--- src/shared/lasm_pkg.sv ---
// constants shared by the limit alert status and mask block
// Function
// - status two bit 7 sets on an open or short of diode pair two
// - status two bit 6 sets on an open or short of diode pair one
// - status two bit 5: fan four slow, thermal timer over, or input six
// - status two bits 4, 3, 2 set for slow fans three, two, one
// - status two bit 1 sets while overtemperature limit is exceeded
// - status two bit 0: high rail window fault, or code change when selected
// - out-of-limit bits set on fault; clear only after fault gone and read
// - alert stays low while unmasked fault persists and, for latched bits, until status is read
// - overtemperature bit does not latch; it follows the condition
// - mask bits block only the alert, status bits still set
// - mask one bit 7 blocks alert for everything in status two
// - mask one bits 6..0 block alert for each status one channel
// - mask two bits 7 and 6 block alert for diode two and one faults
// - mask two bit 5 blocks fan four, thermal or input six events
// - mask two bits 4, 3, 2 block alert for fans three, two, one
// - mask two bit 1 blocks overtemperature, bit 0 high rail or code change
// - alert output off after reset; driven only when a pin selects it
// - status one bit 7 reads 1 while any status two bit is set
// - status one bits 6..0 flag channel violations 6..0, bit 0 the thermal limit pin instead when selected
// - high fault when reading above limit, low fault when at or below
package lasm_pkg;
  localparam int unsigned DATA_W = 8;
  localparam int unsigned NUM_CHAN = 8;
  localparam int unsigned NUM_FAN = 4;
  localparam int unsigned VID_W = 5;

  localparam logic [7:0] ADDR_STATUS_ONE = 8'h41;
  localparam logic [7:0] ADDR_STATUS_TWO = 8'h42;
  localparam logic [7:0] ADDR_MASK_ONE = 8'h74;
  localparam logic [7:0] ADDR_MASK_TWO = 8'h75;

  localparam logic [7:0] MASK_RESET = 8'h00;
  localparam logic [7:0] READ_UNMAPPED = 8'h00;

  // status / mask field positions
  localparam int unsigned BIT_SUMMARY = 7;
  localparam int unsigned BIT_DIODE_TWO = 7;
  localparam int unsigned BIT_DIODE_ONE = 6;
  localparam int unsigned BIT_FAN_FOUR = 5;
  localparam int unsigned BIT_FAN_THREE = 4;
  localparam int unsigned BIT_FAN_TWO = 3;
  localparam int unsigned BIT_FAN_ONE = 2;
  localparam int unsigned BIT_OVERTEMP = 1;
  localparam int unsigned BIT_HIGH_RAIL = 0;
  localparam int unsigned CHAN_HIGH_RAIL = 7;
  localparam int unsigned CHAN_LOW_RAIL = 0;

  // shared pin function codes
  typedef enum logic [1:0] {
    LASM_PIN_FAN_SPEED = 2'h0,
    LASM_PIN_THERMAL   = 2'h1,
    LASM_PIN_ALERT     = 2'h2,
    LASM_PIN_GENERAL   = 2'h3
  } lasm_pin_func_e;
endpackage

--- src/hdl/lasm_sticky_bits.sv ---
// bank of status bits, each sticky or plain follower
`timescale 1ns/1ps
module lasm_sticky_bits
  import lasm_pkg::*;
#(
  parameter int unsigned WIDTH = 8
)
(
  input  wire logic             clk,
  input  wire logic             resetn,
  input  wire logic [WIDTH-1:0] cond,
  input  wire logic [WIDTH-1:0] sticky,
  input  wire logic             read_clear,
  output logic      [WIDTH-1:0] status_q
);
  genvar i;
  generate
    for (i = 0; i < WIDTH; i++)
    begin : g_bit
      logic status_d;
      // set wins over the read clear; a live fault survives the read
      always_comb
      begin
        status_d = cond[i] | (sticky[i] & status_q[i] & ~read_clear);
      end
      always_ff @(posedge clk)
      begin
        if (!resetn)
        begin
          status_q[i] <= 1'b0;
        end
        else
        begin
          status_q[i] <= status_d;
        end
      end
    end
  endgenerate
endmodule

--- src/hdl/lasm_top.sv ---
// limit alert status capture, mask registers and alert pin drive
`timescale 1ns/1ps
module lasm_top
  import lasm_pkg::*;
#(
  parameter int unsigned NCH = lasm_pkg::NUM_CHAN
)
(
  input  wire logic                      CLK_SYS,
  input  wire logic                      RESETN,
  input  wire logic [7:0]                REG_ADDR,
  input  wire logic                      REG_WR,
  input  wire logic                      REG_RD,
  input  wire logic [lasm_pkg::DATA_W-1:0] REG_WDATA,
  output logic      [lasm_pkg::DATA_W-1:0] REG_RDATA,
  input  wire logic [NCH-1:0]            CHAN_DONE,
  input  wire logic [NCH*8-1:0]          CHAN_READING,
  input  wire logic [NCH*8-1:0]          CHAN_HIGH_LIMIT,
  input  wire logic [NCH*8-1:0]          CHAN_LOW_LIMIT,
  input  wire logic                      THERMAL_LIMIT_PIN_SEL,
  input  wire logic                      THERMAL_LIMIT_PIN_ASSERTED,
  input  wire logic                      DIODE_TWO_FAULT,
  input  wire logic                      DIODE_ONE_FAULT,
  input  wire logic [lasm_pkg::NUM_FAN-1:0] FAN_BELOW_MIN,
  input  wire logic                      THERMAL_LIMIT_PIN_TIMER_OVER,
  input  wire logic                      GENERAL_INPUT_SIX,
  input  wire logic                      OVERTEMP,
  input  wire logic [lasm_pkg::VID_W-1:0] VOLTAGE_ID_INPUTS,
  input  wire logic                      CODE_CHANGE_SEL,
  input  wire logic [1:0]                PIN14_FUNC,
  input  wire logic                      PIN10_ALERT_SEL,
  output logic                           PIN10_ALERT_O,
  output logic                           PIN10_ALERT_OE,
  output logic                           PIN14_ALERT_O,
  output logic                           PIN14_ALERT_OE
);
  import lasm_pkg::*;

  function automatic logic addr_hit(input logic [7:0] addr, input logic [7:0] off);
    addr_hit = (addr == off);
  endfunction

  logic [NCH-1:0]         win_fault_q;
  logic [VID_W-1:0]       vid_q;
  logic                   vid_valid_q;
  logic                   vid_change;
  logic [DATA_W-1:0]      mask_one_q;
  logic [DATA_W-1:0]      mask_two_q;
  logic [DATA_W-2:0]      cond_one;
  logic [DATA_W-1:0]      cond_two;
  logic [DATA_W-1:0]      sticky_two;
  logic [DATA_W-2:0]      status_one_q;
  logic [DATA_W-1:0]      status_two_q;
  logic                   second_register_summary;
  logic                   rd_status_one;
  logic                   rd_status_two;
  logic                   alert_d;
  logic                   alert_q;
  logic                   pin14_alert_en;
  logic                   fan_four_or_thermal_cond;
  logic [DATA_W-1:0]      rdata_d;

  // window comparators, result held from the last measurement of each channel
  genvar c;
  generate
    for (c = 0; c < NCH; c++)
    begin : g_win
      logic [7:0] rd_v;
      logic [7:0] hi_v;
      logic [7:0] lo_v;
      assign rd_v = CHAN_READING[c*8 +: 8];
      assign hi_v = CHAN_HIGH_LIMIT[c*8 +: 8];
      assign lo_v = CHAN_LOW_LIMIT[c*8 +: 8];
      always_ff @(posedge CLK_SYS)
      begin
        if (!RESETN)
        begin
          win_fault_q[c] <= 1'b0;
        end
        else if (CHAN_DONE[c])
        begin
          win_fault_q[c] <= (rd_v > hi_v) || (rd_v <= lo_v);
        end
      end
    end
  endgenerate

  // code change detector; first sample after reset is only a reference
  always_ff @(posedge CLK_SYS)
  begin
    if (!RESETN)
    begin
      vid_q       <= '0;
      vid_valid_q <= 1'b0;
    end
    else
    begin
      vid_q       <= VOLTAGE_ID_INPUTS;
      vid_valid_q <= 1'b1;
    end
  end
  assign vid_change = vid_valid_q && (VOLTAGE_ID_INPUTS != vid_q);

  // status one conditions, channel index equals bit position
  always_comb
  begin
    cond_one = win_fault_q[DATA_W-2:0];
    if (THERMAL_LIMIT_PIN_SEL)
    begin
      cond_one[CHAN_LOW_RAIL] = THERMAL_LIMIT_PIN_ASSERTED;
    end
  end

  always_comb
  begin
    unique case (lasm_pin_func_e'(PIN14_FUNC))
      LASM_PIN_FAN_SPEED: fan_four_or_thermal_cond = FAN_BELOW_MIN[3];
      LASM_PIN_THERMAL:   fan_four_or_thermal_cond = THERMAL_LIMIT_PIN_TIMER_OVER;
      LASM_PIN_GENERAL:   fan_four_or_thermal_cond = GENERAL_INPUT_SIX;
      LASM_PIN_ALERT:     fan_four_or_thermal_cond = 1'b0;
    endcase
  end

  always_comb
  begin
    cond_two                = '0;
    cond_two[BIT_DIODE_TWO] = DIODE_TWO_FAULT;
    cond_two[BIT_DIODE_ONE] = DIODE_ONE_FAULT;
    cond_two[BIT_FAN_FOUR]  = fan_four_or_thermal_cond;
    cond_two[BIT_FAN_THREE] = FAN_BELOW_MIN[2];
    cond_two[BIT_FAN_TWO]   = FAN_BELOW_MIN[1];
    cond_two[BIT_FAN_ONE]   = FAN_BELOW_MIN[0];
    cond_two[BIT_OVERTEMP]  = OVERTEMP;
    cond_two[BIT_HIGH_RAIL] = CODE_CHANGE_SEL ? vid_change : win_fault_q[CHAN_HIGH_RAIL];
  end

  // overtemperature never latches; input six is mirrored, not captured
  always_comb
  begin
    sticky_two               = '1;
    sticky_two[BIT_OVERTEMP] = 1'b0;
    sticky_two[BIT_FAN_FOUR] = (lasm_pin_func_e'(PIN14_FUNC) != LASM_PIN_GENERAL);
  end

  assign rd_status_one = REG_RD && addr_hit(REG_ADDR, ADDR_STATUS_ONE);
  assign rd_status_two = REG_RD && addr_hit(REG_ADDR, ADDR_STATUS_TWO);

  lasm_sticky_bits #(
    .WIDTH (DATA_W-1)
  ) u_status_one (
    .clk        (CLK_SYS),
    .resetn     (RESETN),
    .cond       (cond_one),
    .sticky     ({(DATA_W-1){1'b1}}),
    .read_clear (rd_status_one),
    .status_q   (status_one_q)
  );

  lasm_sticky_bits #(
    .WIDTH (DATA_W)
  ) u_status_two (
    .clk        (CLK_SYS),
    .resetn     (RESETN),
    .cond       (cond_two),
    .sticky     (sticky_two),
    .read_clear (rd_status_two),
    .status_q   (status_two_q)
  );

  assign second_register_summary = |status_two_q;

  // mask registers, write only from the register port
  always_ff @(posedge CLK_SYS)
  begin
    if (!RESETN)
    begin
      mask_one_q <= MASK_RESET;
    end
    else if (REG_WR && addr_hit(REG_ADDR, ADDR_MASK_ONE))
    begin
      mask_one_q <= REG_WDATA;
    end
  end

  always_ff @(posedge CLK_SYS)
  begin
    if (!RESETN)
    begin
      mask_two_q <= MASK_RESET;
    end
    else if (REG_WR && addr_hit(REG_ADDR, ADDR_MASK_TWO))
    begin
      mask_two_q <= REG_WDATA;
    end
  end

  // read data returns the value before the read clear takes effect
  always_comb
  begin
    rdata_d = READ_UNMAPPED;
    if (addr_hit(REG_ADDR, ADDR_STATUS_ONE))
    begin
      rdata_d = {second_register_summary, status_one_q};
    end
    else if (addr_hit(REG_ADDR, ADDR_STATUS_TWO))
    begin
      rdata_d = status_two_q;
    end
    else if (addr_hit(REG_ADDR, ADDR_MASK_ONE))
    begin
      rdata_d = mask_one_q;
    end
    else if (addr_hit(REG_ADDR, ADDR_MASK_TWO))
    begin
      rdata_d = mask_two_q;
    end
  end

  always_ff @(posedge CLK_SYS)
  begin
    if (!RESETN)
    begin
      REG_RDATA <= READ_UNMAPPED;
    end
    else if (REG_RD)
    begin
      REG_RDATA <= rdata_d;
    end
  end

  // alert built from status bits, so it holds until read after the fault, except for overtemperature and input six
  always_comb
  begin
    alert_d = |(status_one_q & ~mask_one_q[DATA_W-2:0])
            | (~mask_one_q[BIT_SUMMARY] & |(status_two_q & ~mask_two_q));
  end

  always_ff @(posedge CLK_SYS)
  begin
    if (!RESETN)
    begin
      alert_q <= 1'b0;
    end
    else
    begin
      alert_q <= alert_d;
    end
  end

  assign pin14_alert_en = (lasm_pin_func_e'(PIN14_FUNC) == LASM_PIN_ALERT);

  // open drain: enable only while pulling low, pins idle released after reset
  always_ff @(posedge CLK_SYS)
  begin
    if (!RESETN)
    begin
      PIN10_ALERT_O  <= 1'b1;
      PIN10_ALERT_OE <= 1'b0;
      PIN14_ALERT_O  <= 1'b1;
      PIN14_ALERT_OE <= 1'b0;
    end
    else
    begin
      PIN10_ALERT_O  <= ~(alert_q & PIN10_ALERT_SEL);
      PIN10_ALERT_OE <= alert_q & PIN10_ALERT_SEL;
      PIN14_ALERT_O  <= ~(alert_q & pin14_alert_en);
      PIN14_ALERT_OE <= alert_q & pin14_alert_en;
    end
  end

  AST_DIODE_TWO_SET:
    assert property (@(posedge CLK_SYS) disable iff (!RESETN)
      DIODE_TWO_FAULT |=> status_two_q[BIT_DIODE_TWO])
    else $error("diode two fault did not set its status bit");

  AST_STICKY_HOLD:
    assert property (@(posedge CLK_SYS) disable iff (!RESETN)
      $rose(status_two_q[BIT_FAN_ONE]) && !rd_status_two ##1 !rd_status_two
      |-> status_two_q[BIT_FAN_ONE])
    else $error("fan one status bit dropped without a read");

  AST_READ_KEEPS_LIVE:
    assert property (@(posedge CLK_SYS) disable iff (!RESETN)
      rd_status_two && FAN_BELOW_MIN[0] |=> status_two_q[BIT_FAN_ONE])
    else $error("read cleared a fan one fault still present");

  AST_READ_CLEARS_GONE:
    assert property (@(posedge CLK_SYS) disable iff (!RESETN)
      rd_status_two && !DIODE_ONE_FAULT |=> !status_two_q[BIT_DIODE_ONE])
    else $error("read left a diode one bit set after fault ended");

  AST_OVERTEMP_FOLLOWS:
    assert property (@(posedge CLK_SYS) disable iff (!RESETN)
      ##1 status_two_q[BIT_OVERTEMP] == $past(OVERTEMP))
    else $error("overtemperature bit did not follow the condition");

  AST_SUMMARY_READ:
    assert property (@(posedge CLK_SYS) disable iff (!RESETN)
      rd_status_one |=> REG_RDATA[BIT_SUMMARY] == $past(|status_two_q))
    else $error("summary bit does not reflect status two");

  AST_MASK_KEEPS_STATUS:
    assert property (@(posedge CLK_SYS) disable iff (!RESETN)
      mask_two_q[BIT_FAN_THREE] && FAN_BELOW_MIN[2] |=> status_two_q[BIT_FAN_THREE])
    else $error("masked fan three fault did not set status");

  AST_SUMMARY_MASK:
    assert property (@(posedge CLK_SYS) disable iff (!RESETN)
      mask_one_q[BIT_SUMMARY] && ((status_one_q & ~mask_one_q[DATA_W-2:0]) == '0)
      |=> !alert_q)
    else $error("alert raised although status two is masked");

  AST_ALERT_PIN:
    assert property (@(posedge CLK_SYS) disable iff (!RESETN)
      alert_d && PIN10_ALERT_SEL ##1 PIN10_ALERT_SEL |=> PIN10_ALERT_OE && !PIN10_ALERT_O)
    else $error("unmasked status did not pull the alert pin low");

  AST_PIN_DISABLED:
    assert property (@(posedge CLK_SYS) disable iff (!RESETN)
      !PIN10_ALERT_SEL |=> !PIN10_ALERT_OE)
    else $error("alert pin driven without being selected");

  AST_HIGH_COMPARE:
    assert property (@(posedge CLK_SYS) disable iff (!RESETN)
      CHAN_DONE[CHAN_HIGH_RAIL] && !CODE_CHANGE_SEL
      && (CHAN_READING[CHAN_HIGH_RAIL*8 +: 8] > CHAN_HIGH_LIMIT[CHAN_HIGH_RAIL*8 +: 8])
      ##1 !CODE_CHANGE_SEL |=> status_two_q[BIT_HIGH_RAIL])
    else $error("high rail reading above limit not flagged");
endmodule

--- config.mk ---
export PLATFORM = sky130hd
export DESIGN_NAME = lasm_top
export DESIGN_NICKNAME = d
export VERILOG_FILES = /design/src/shared/lasm_pkg.sv /design/src/hdl/lasm_sticky_bits.sv /design/src/hdl/lasm_top.sv
export SDC_FILE = /design/constraint.sdc
export NUM_CORES = 1
export LEC_CHECK = 0
export BUFFER_PORTS_ARGS = -buffer_cell sky130_fd_sc_hd__buf_2
export CAP_MARGIN = 20
export CORE_MARGIN = 3
export CORE_UTILIZATION = 25
export DETAILED_ROUTE_END_ITERATION = 16
export GPL_TIMING_DRIVEN = 0
export PLACE_DENSITY_LB_ADDON = 0.15
export SLEW_MARGIN = 20
export SYNTH_ARGS = -nofsm -noshare
export SYNTH_HDL_FRONTEND = slang
export SYNTH_SLANG_ARGS = --single-unit
--- constraint.sdc ---
create_clock -name CLK_SYS -period 3.4 [get_ports CLK_SYS]
set_input_delay 0 -clock CLK_SYS [delete_from_list [all_inputs] [get_ports CLK_SYS]]
set_output_delay 0 -clock CLK_SYS [all_outputs]
set_load 0.01 [all_outputs]
* Word level (Yosys, flattened, before mapping)
Cells that the tools add are included.
Storage, ports and cells: output and inout port bits 12, register bits after elaboration 58, input bits 240, word-level logic and storage cells 125
Operators by class: equal/unequal tests 9, reduce and logical (&&, ||, !) cells 17, mux-type cells 8, bitwise logic cells 42, magnitude comparators 16
Operators with widths (count):
- $gt 8x8->1 | 8
- $le 8x8->1 | 8
- $eq 8x7->1 const B | 4
- $mux 8 | 4
- $and 1x1->1 | 18
- $reduce_or 8->1 | 2
- $or 1x1->1 | 15
- $and 8x8->8 | 1
- $logic_or 1x1->1 | 8
- $not 8->8 | 1
- $and 7x7->7 | 1
- $not 7->7 | 1
- $reduce_or 7->1 | 1
- $logic_and 1x1->1 | 5
- $ne 5x5->1 | 1
- $not 1->1 | 5
- $eq 2x2->1 const B | 2
- $pmux 1 s4 | 1
- $mux 1 | 3
- $eq 2x1->1 const B | 1
- $logic_not 2->1 | 1
- $ne 2x2->1 const B | 1

* Longest topological paths before layout
depth after elaboration 5, gate-level depth with buffers 7

* Hierarchy
From an unflattened synthesis, not the netlist that was laid out.
Unflattened totals: cells, all modules 728, area, all modules 5690.5 um^2
By module, submodules not included:
- lasm_top | area each 5116.2 um^2, cells each 665, times used 1, sequential area each 860.8 um^2
- lasm_sticky_bits (u_status_two) | area each 309.0 um^2, cells each 34, times used 1, sequential area each 160.2 um^2
- lasm_sticky_bits (u_status_one) | area each 265.3 um^2, cells each 29, times used 1, sequential area each 140.1 um^2

* Worst setup path before layout
Ideal clock, no wire load.
path type input to register, start in REG_ADDR[3], end reg mask_one_q[0], slack 2.107 ns, setup time 0.116 ns, stages on the path 6, data arrival time 1.177 ns, path through or3b_4 > nor2_8 > and3_1 > buf_4 > mux2i_1 > nor2b_1
On the way: longest elaborated chain between the ends 2
RTL lines:
- start, declared | line lasm_top.sv:11 | input wire logic [7:0] REG_ADDR,
- $eq 8x7->1 | line lasm_top.sv:40 | addr_hit = (addr == off);
- $logic_and 1x1->1 | line lasm_top.sv:179 | else if (REG_WR && addr_hit(REG_ADDR, ADDR_MASK_ONE))
- end signal, assigned | line lasm_top.sv:177 | mask_one_q <= MASK_RESET;
- end signal, assigned | line lasm_top.sv:181 | mask_one_q <= REG_WDATA;
- end, declared | line lasm_top.sv:47 | logic [DATA_W-1:0] mask_one_q;
Every way passes these cells. A chain may end at the register's enable or synchronous reset.

* Final worst setup path
start in REG_ADDR[3], end reg u_status_two.status_q[5]
On the way: longest elaborated chain between the ends 5
RTL lines:
- $eq 8x7->1 | line lasm_top.sv:40
- $logic_and 1x1->1 | line lasm_top.sv:146 | assign rd_status_two = REG_RD && addr_hit(REG_ADDR, ADDR_STATUS_TWO);
- $not 1->1 | line lasm_sticky_bits.sv:24 | status_d = cond[i] | (sticky[i] & status_q[i] & ~read_clear);
- $and 1x1->1 | line lasm_sticky_bits.sv:24
- $or 1x1->1 | line lasm_sticky_bits.sv:24
- end signal, assigned by index | line lasm_sticky_bits.sv:34 | status_q[i] <= status_d;
- end, declared | line lasm_sticky_bits.sv:14 | output logic [WIDTH-1:0] status_q
Every way passes these cells.

==> out/qor.csv <==
metric,value,unit
status,completed,
critPathCaptureType,flip-flop,
rsz0062_at_grt,false,
p_comb_share,25.8,%
crit_arrival,2090,ps
synth_flop_cell,dfxtp_1,
pwr-share-clk,42.7,%
setup_viol,0,
path_cells,"buf_2, or3b_4, nor4_4, nand4b_1, nand2_1, a31oi_1, dlygate4sd3_1",
ys_seq_elements,58,
syn_to_final_growth,40.58,%
cts-root-buf,clkbuf_16,
layout-drive-gt1-share,28.85,%
grtUsageTotal,13.60,%
synth_top_cell_area_share,28.73,%
crit_family,simple AND/OR/NAND/NOR gates,
final_common_cell,buf_2,
num_vias,5649,
ys_seq_area_share,20.83,%
grt_pass1_vias,5810,
grt_overflow,0,
critical_path_class,input port to flip-flop,
cts_htree_levels,3,
clk_latency,330,ps
synth_edf_count,0,
ys.warnings.count,0,
hpwl,14.55,mm
gp_congestion,0.8133,
cp_slowest_stage_delay,550,ps
hold_viol,0,
clkSlewWorstSetupHoldPaths,50,ps
viasPerCell,4.473,
grt.met1_usage,17.30,%
core_area,21890,um2
async_flop_share,0,%
seqPwrFrac,31.5,%
path_buf_inv,2,
slew_viol_final,0,
postCtsSetupRepairBufs,0,
path_max_fanout,7,
grt_use_met3,3.366,%
syn_area_per_cell,8.173,um2
final_cell_mix,"buf_2 (253), inv_1 (137), ha_1 (128), a21oi_1 (71), dfxtp_1 (58)",
tns,0,ps
ant_nets,0,
max_freq,534.1,MHz
syn_area,5574,um2
post_drt_wl_per_cell,13.33,um
power_density,300.0,nW/um2
rows,54,
synthCells,682,
drt-initial-drc-count,138,
totalWireLength,16.84,mm
antenna_found_initial,3,
switchingPower,0.6383,mW
leakage,4.120,nW
cp-start-kind,input port,
min_path_type,input port to flip-flop,
cts_tree,done,
dieArea,24120,um2
maxCapViolations,0,
place_area,7181,um2
fin_util,35.80,%
max_slew.worst_pin.slew,663.5,ps
p_int,1.713,mW
design_area,7836,um2
fin_nets,1344,
worstPathRequired,3610,ps
die_y,155.3,um
synth_nets,1050,
synth_top_cell_by_area,ha_1,
cts_buffers,9,
initial_core_util,25.46,%
period_minus_slack,1872,ps
met2_usage,23.32,%
slew-limit-headroom,55.77,%
vdd_drop_max,0.0002194,V
io_pins,252,
yosys-top-cells-area,"ha_1 (29%), dfxtp_1 (21%), inv_1 (9.2%), a21oi_1 (6.4%), nor2b_1 (4.7%)",
drc_errors,0,
switching_share,27.15,%
busiest_layer,met2,
cts.sink_count,58,
fin_crit_sh,55.07,%
grt_max_degree,11,
slowest_stage,dlygate4sd3_1,
ys_types,43,
first_pass_iters,4,
port-buffer-count,251,
die_x,155.3,um
cts_buffer_depth,2,
grt_pass1_wl,27.03,mm
skew,8.921,ps
-- path summary, 6_finish.rpt --
kind	to	slack, ps	startpoint	cells past startpoint
worst max-delay path	u_status_two.status_q[5]	1530	REG_ADDR[3]	7
worst min-delay path	u_status_one.status_q[0]	10	THERMAL_LIMIT_PIN_ASSERTED	3
worst max register to register	alert_q	2110	u_status_one.status_q[4]	5
worst min register to register	REG_RDATA[0]	470	REG_RDATA[0]	2
-- cells by family (layout without fill, tap and decap cells) --
| kind of cell | after synthesis | after routing | synth area share, % |
|---|---|---|---|
| other cells | 0 | 2 | 0 |
| compound gates | 165 | 165 | 18.16 |
| xor+xnor | 5 | 5 | 0.7858 |
| simple gates | 152 | 152 | 16.86 |
| fa+ha+maj | 128 | 128 | 28.73 |
| mux | 25 | 25 | 4.489 |
| buf+inv | 149 | 448 | 10.15 |
| flops | 58 | 58 | 20.83 |
-- through the flow --
stage | power (mW) | setup WS [ps] | instances | hold WS, ps
finish | 2.351 | 1528 | 1263 | 12.14
global route | 2.513 | 1373 | 1263 | 32.20
CTS | 2.398 | 1492 | 1261 | 7.824
detailed placement | 1.336 | 1595 | 1213 | 150.2
global placement | 1.335 | 1585 | 1213 | 151.6
floorplan | 1.076 | 2107 | 682 | 27.72
-- sequential cells by signal, indices dropped and copies added (netlist names) --
name and count:
cond_one 6, u_status_two.status_q 8, PIN14_ALERT_OE 1, PIN10_ALERT_OE 1
PIN14_ALERT_O 1, vid_q 5, PIN10_ALERT_O 1, vid_valid_q 1
mask_two_q 8, alert_q 1, mask_one_q 8, REG_RDATA 8
u_status_one.status_q 7, win_fault_q 2
-- worst min-delay path: cells and delay by family --
kind                   cells  cell delay [ps]
AOI/OAI and AO/OA          1              150
buffers and inverters      1               80
muxes                      1               60
-- metal layers --
| metal | up-vias | share of wire [%] |
|---|---|---|
| met5 | - | 0.042 |
| met4 | 2 | 1.4 |
| met3 | 19 | 7.5 |
| met2 | 177 | 46 |
| met1 | 2439 | 45 |
| li1 | 3012 | - |
-- power by group through the flow --
| stage | combinational (mW) | sequential, mW | clock (mW) |
|---|---|---|---|
| 6_report | 0.606 | 0.740 | 1.00 |
| 5_1_grt | 0.706 | 0.744 | 1.06 |
| 4_1_cts | 0.616 | 0.740 | 1.04 |
| 3_5_place_dp | 0.581 | 0.754 | 0 |
| 3_3_place_gp | 0.579 | 0.755 | 0 |
| 2_1_floorplan | 0.333 | 0.742 | 0 |
-- Yosys cell counts, types with 3 or more instances --
master	count
o211ai_1	14
xnor2_1	3
o221a_2	8
nand3_1	11
nor4_1	3
a221oi_1	9
a21boi_0	7
o32ai_1	5
clkbuf_1	7
a21oi_1	71
o21ai_1	8
inv_1	137
nand4b_1	5
ha_1	128
nand2_1	17
nor2b_1	42
o22ai_1	5
a31oi_1	4
and2_1	8
nand3b_1	8
nand4_1	32
dfxtp_1	58
o21ai_0	29
mux2i_1	25
nor2_1	14
-- final cells by class --
cell class / count / area (um2)
Timing Repair Buffer: 283 / 1577
Tap cell: 280 / 350.3
Sequential cell: 58 / 1161
Clock buffer: 12 / 256.5
Buffer: 12 / 51.30
Fill cell: 2398 / 14050
Antenna cell: 2 / 5.005
Inverter: 137 / 514.2
Clock inverter: 4 / 73.82
Multi-Input combinational cell: 475 / 3847
-- what timing repair did --
action,in CTS,in global routing
resized for setup,0,0
hold buffers,32,0
hold endpoints to repair,39,0
Power figures use the tool's default switching activity.
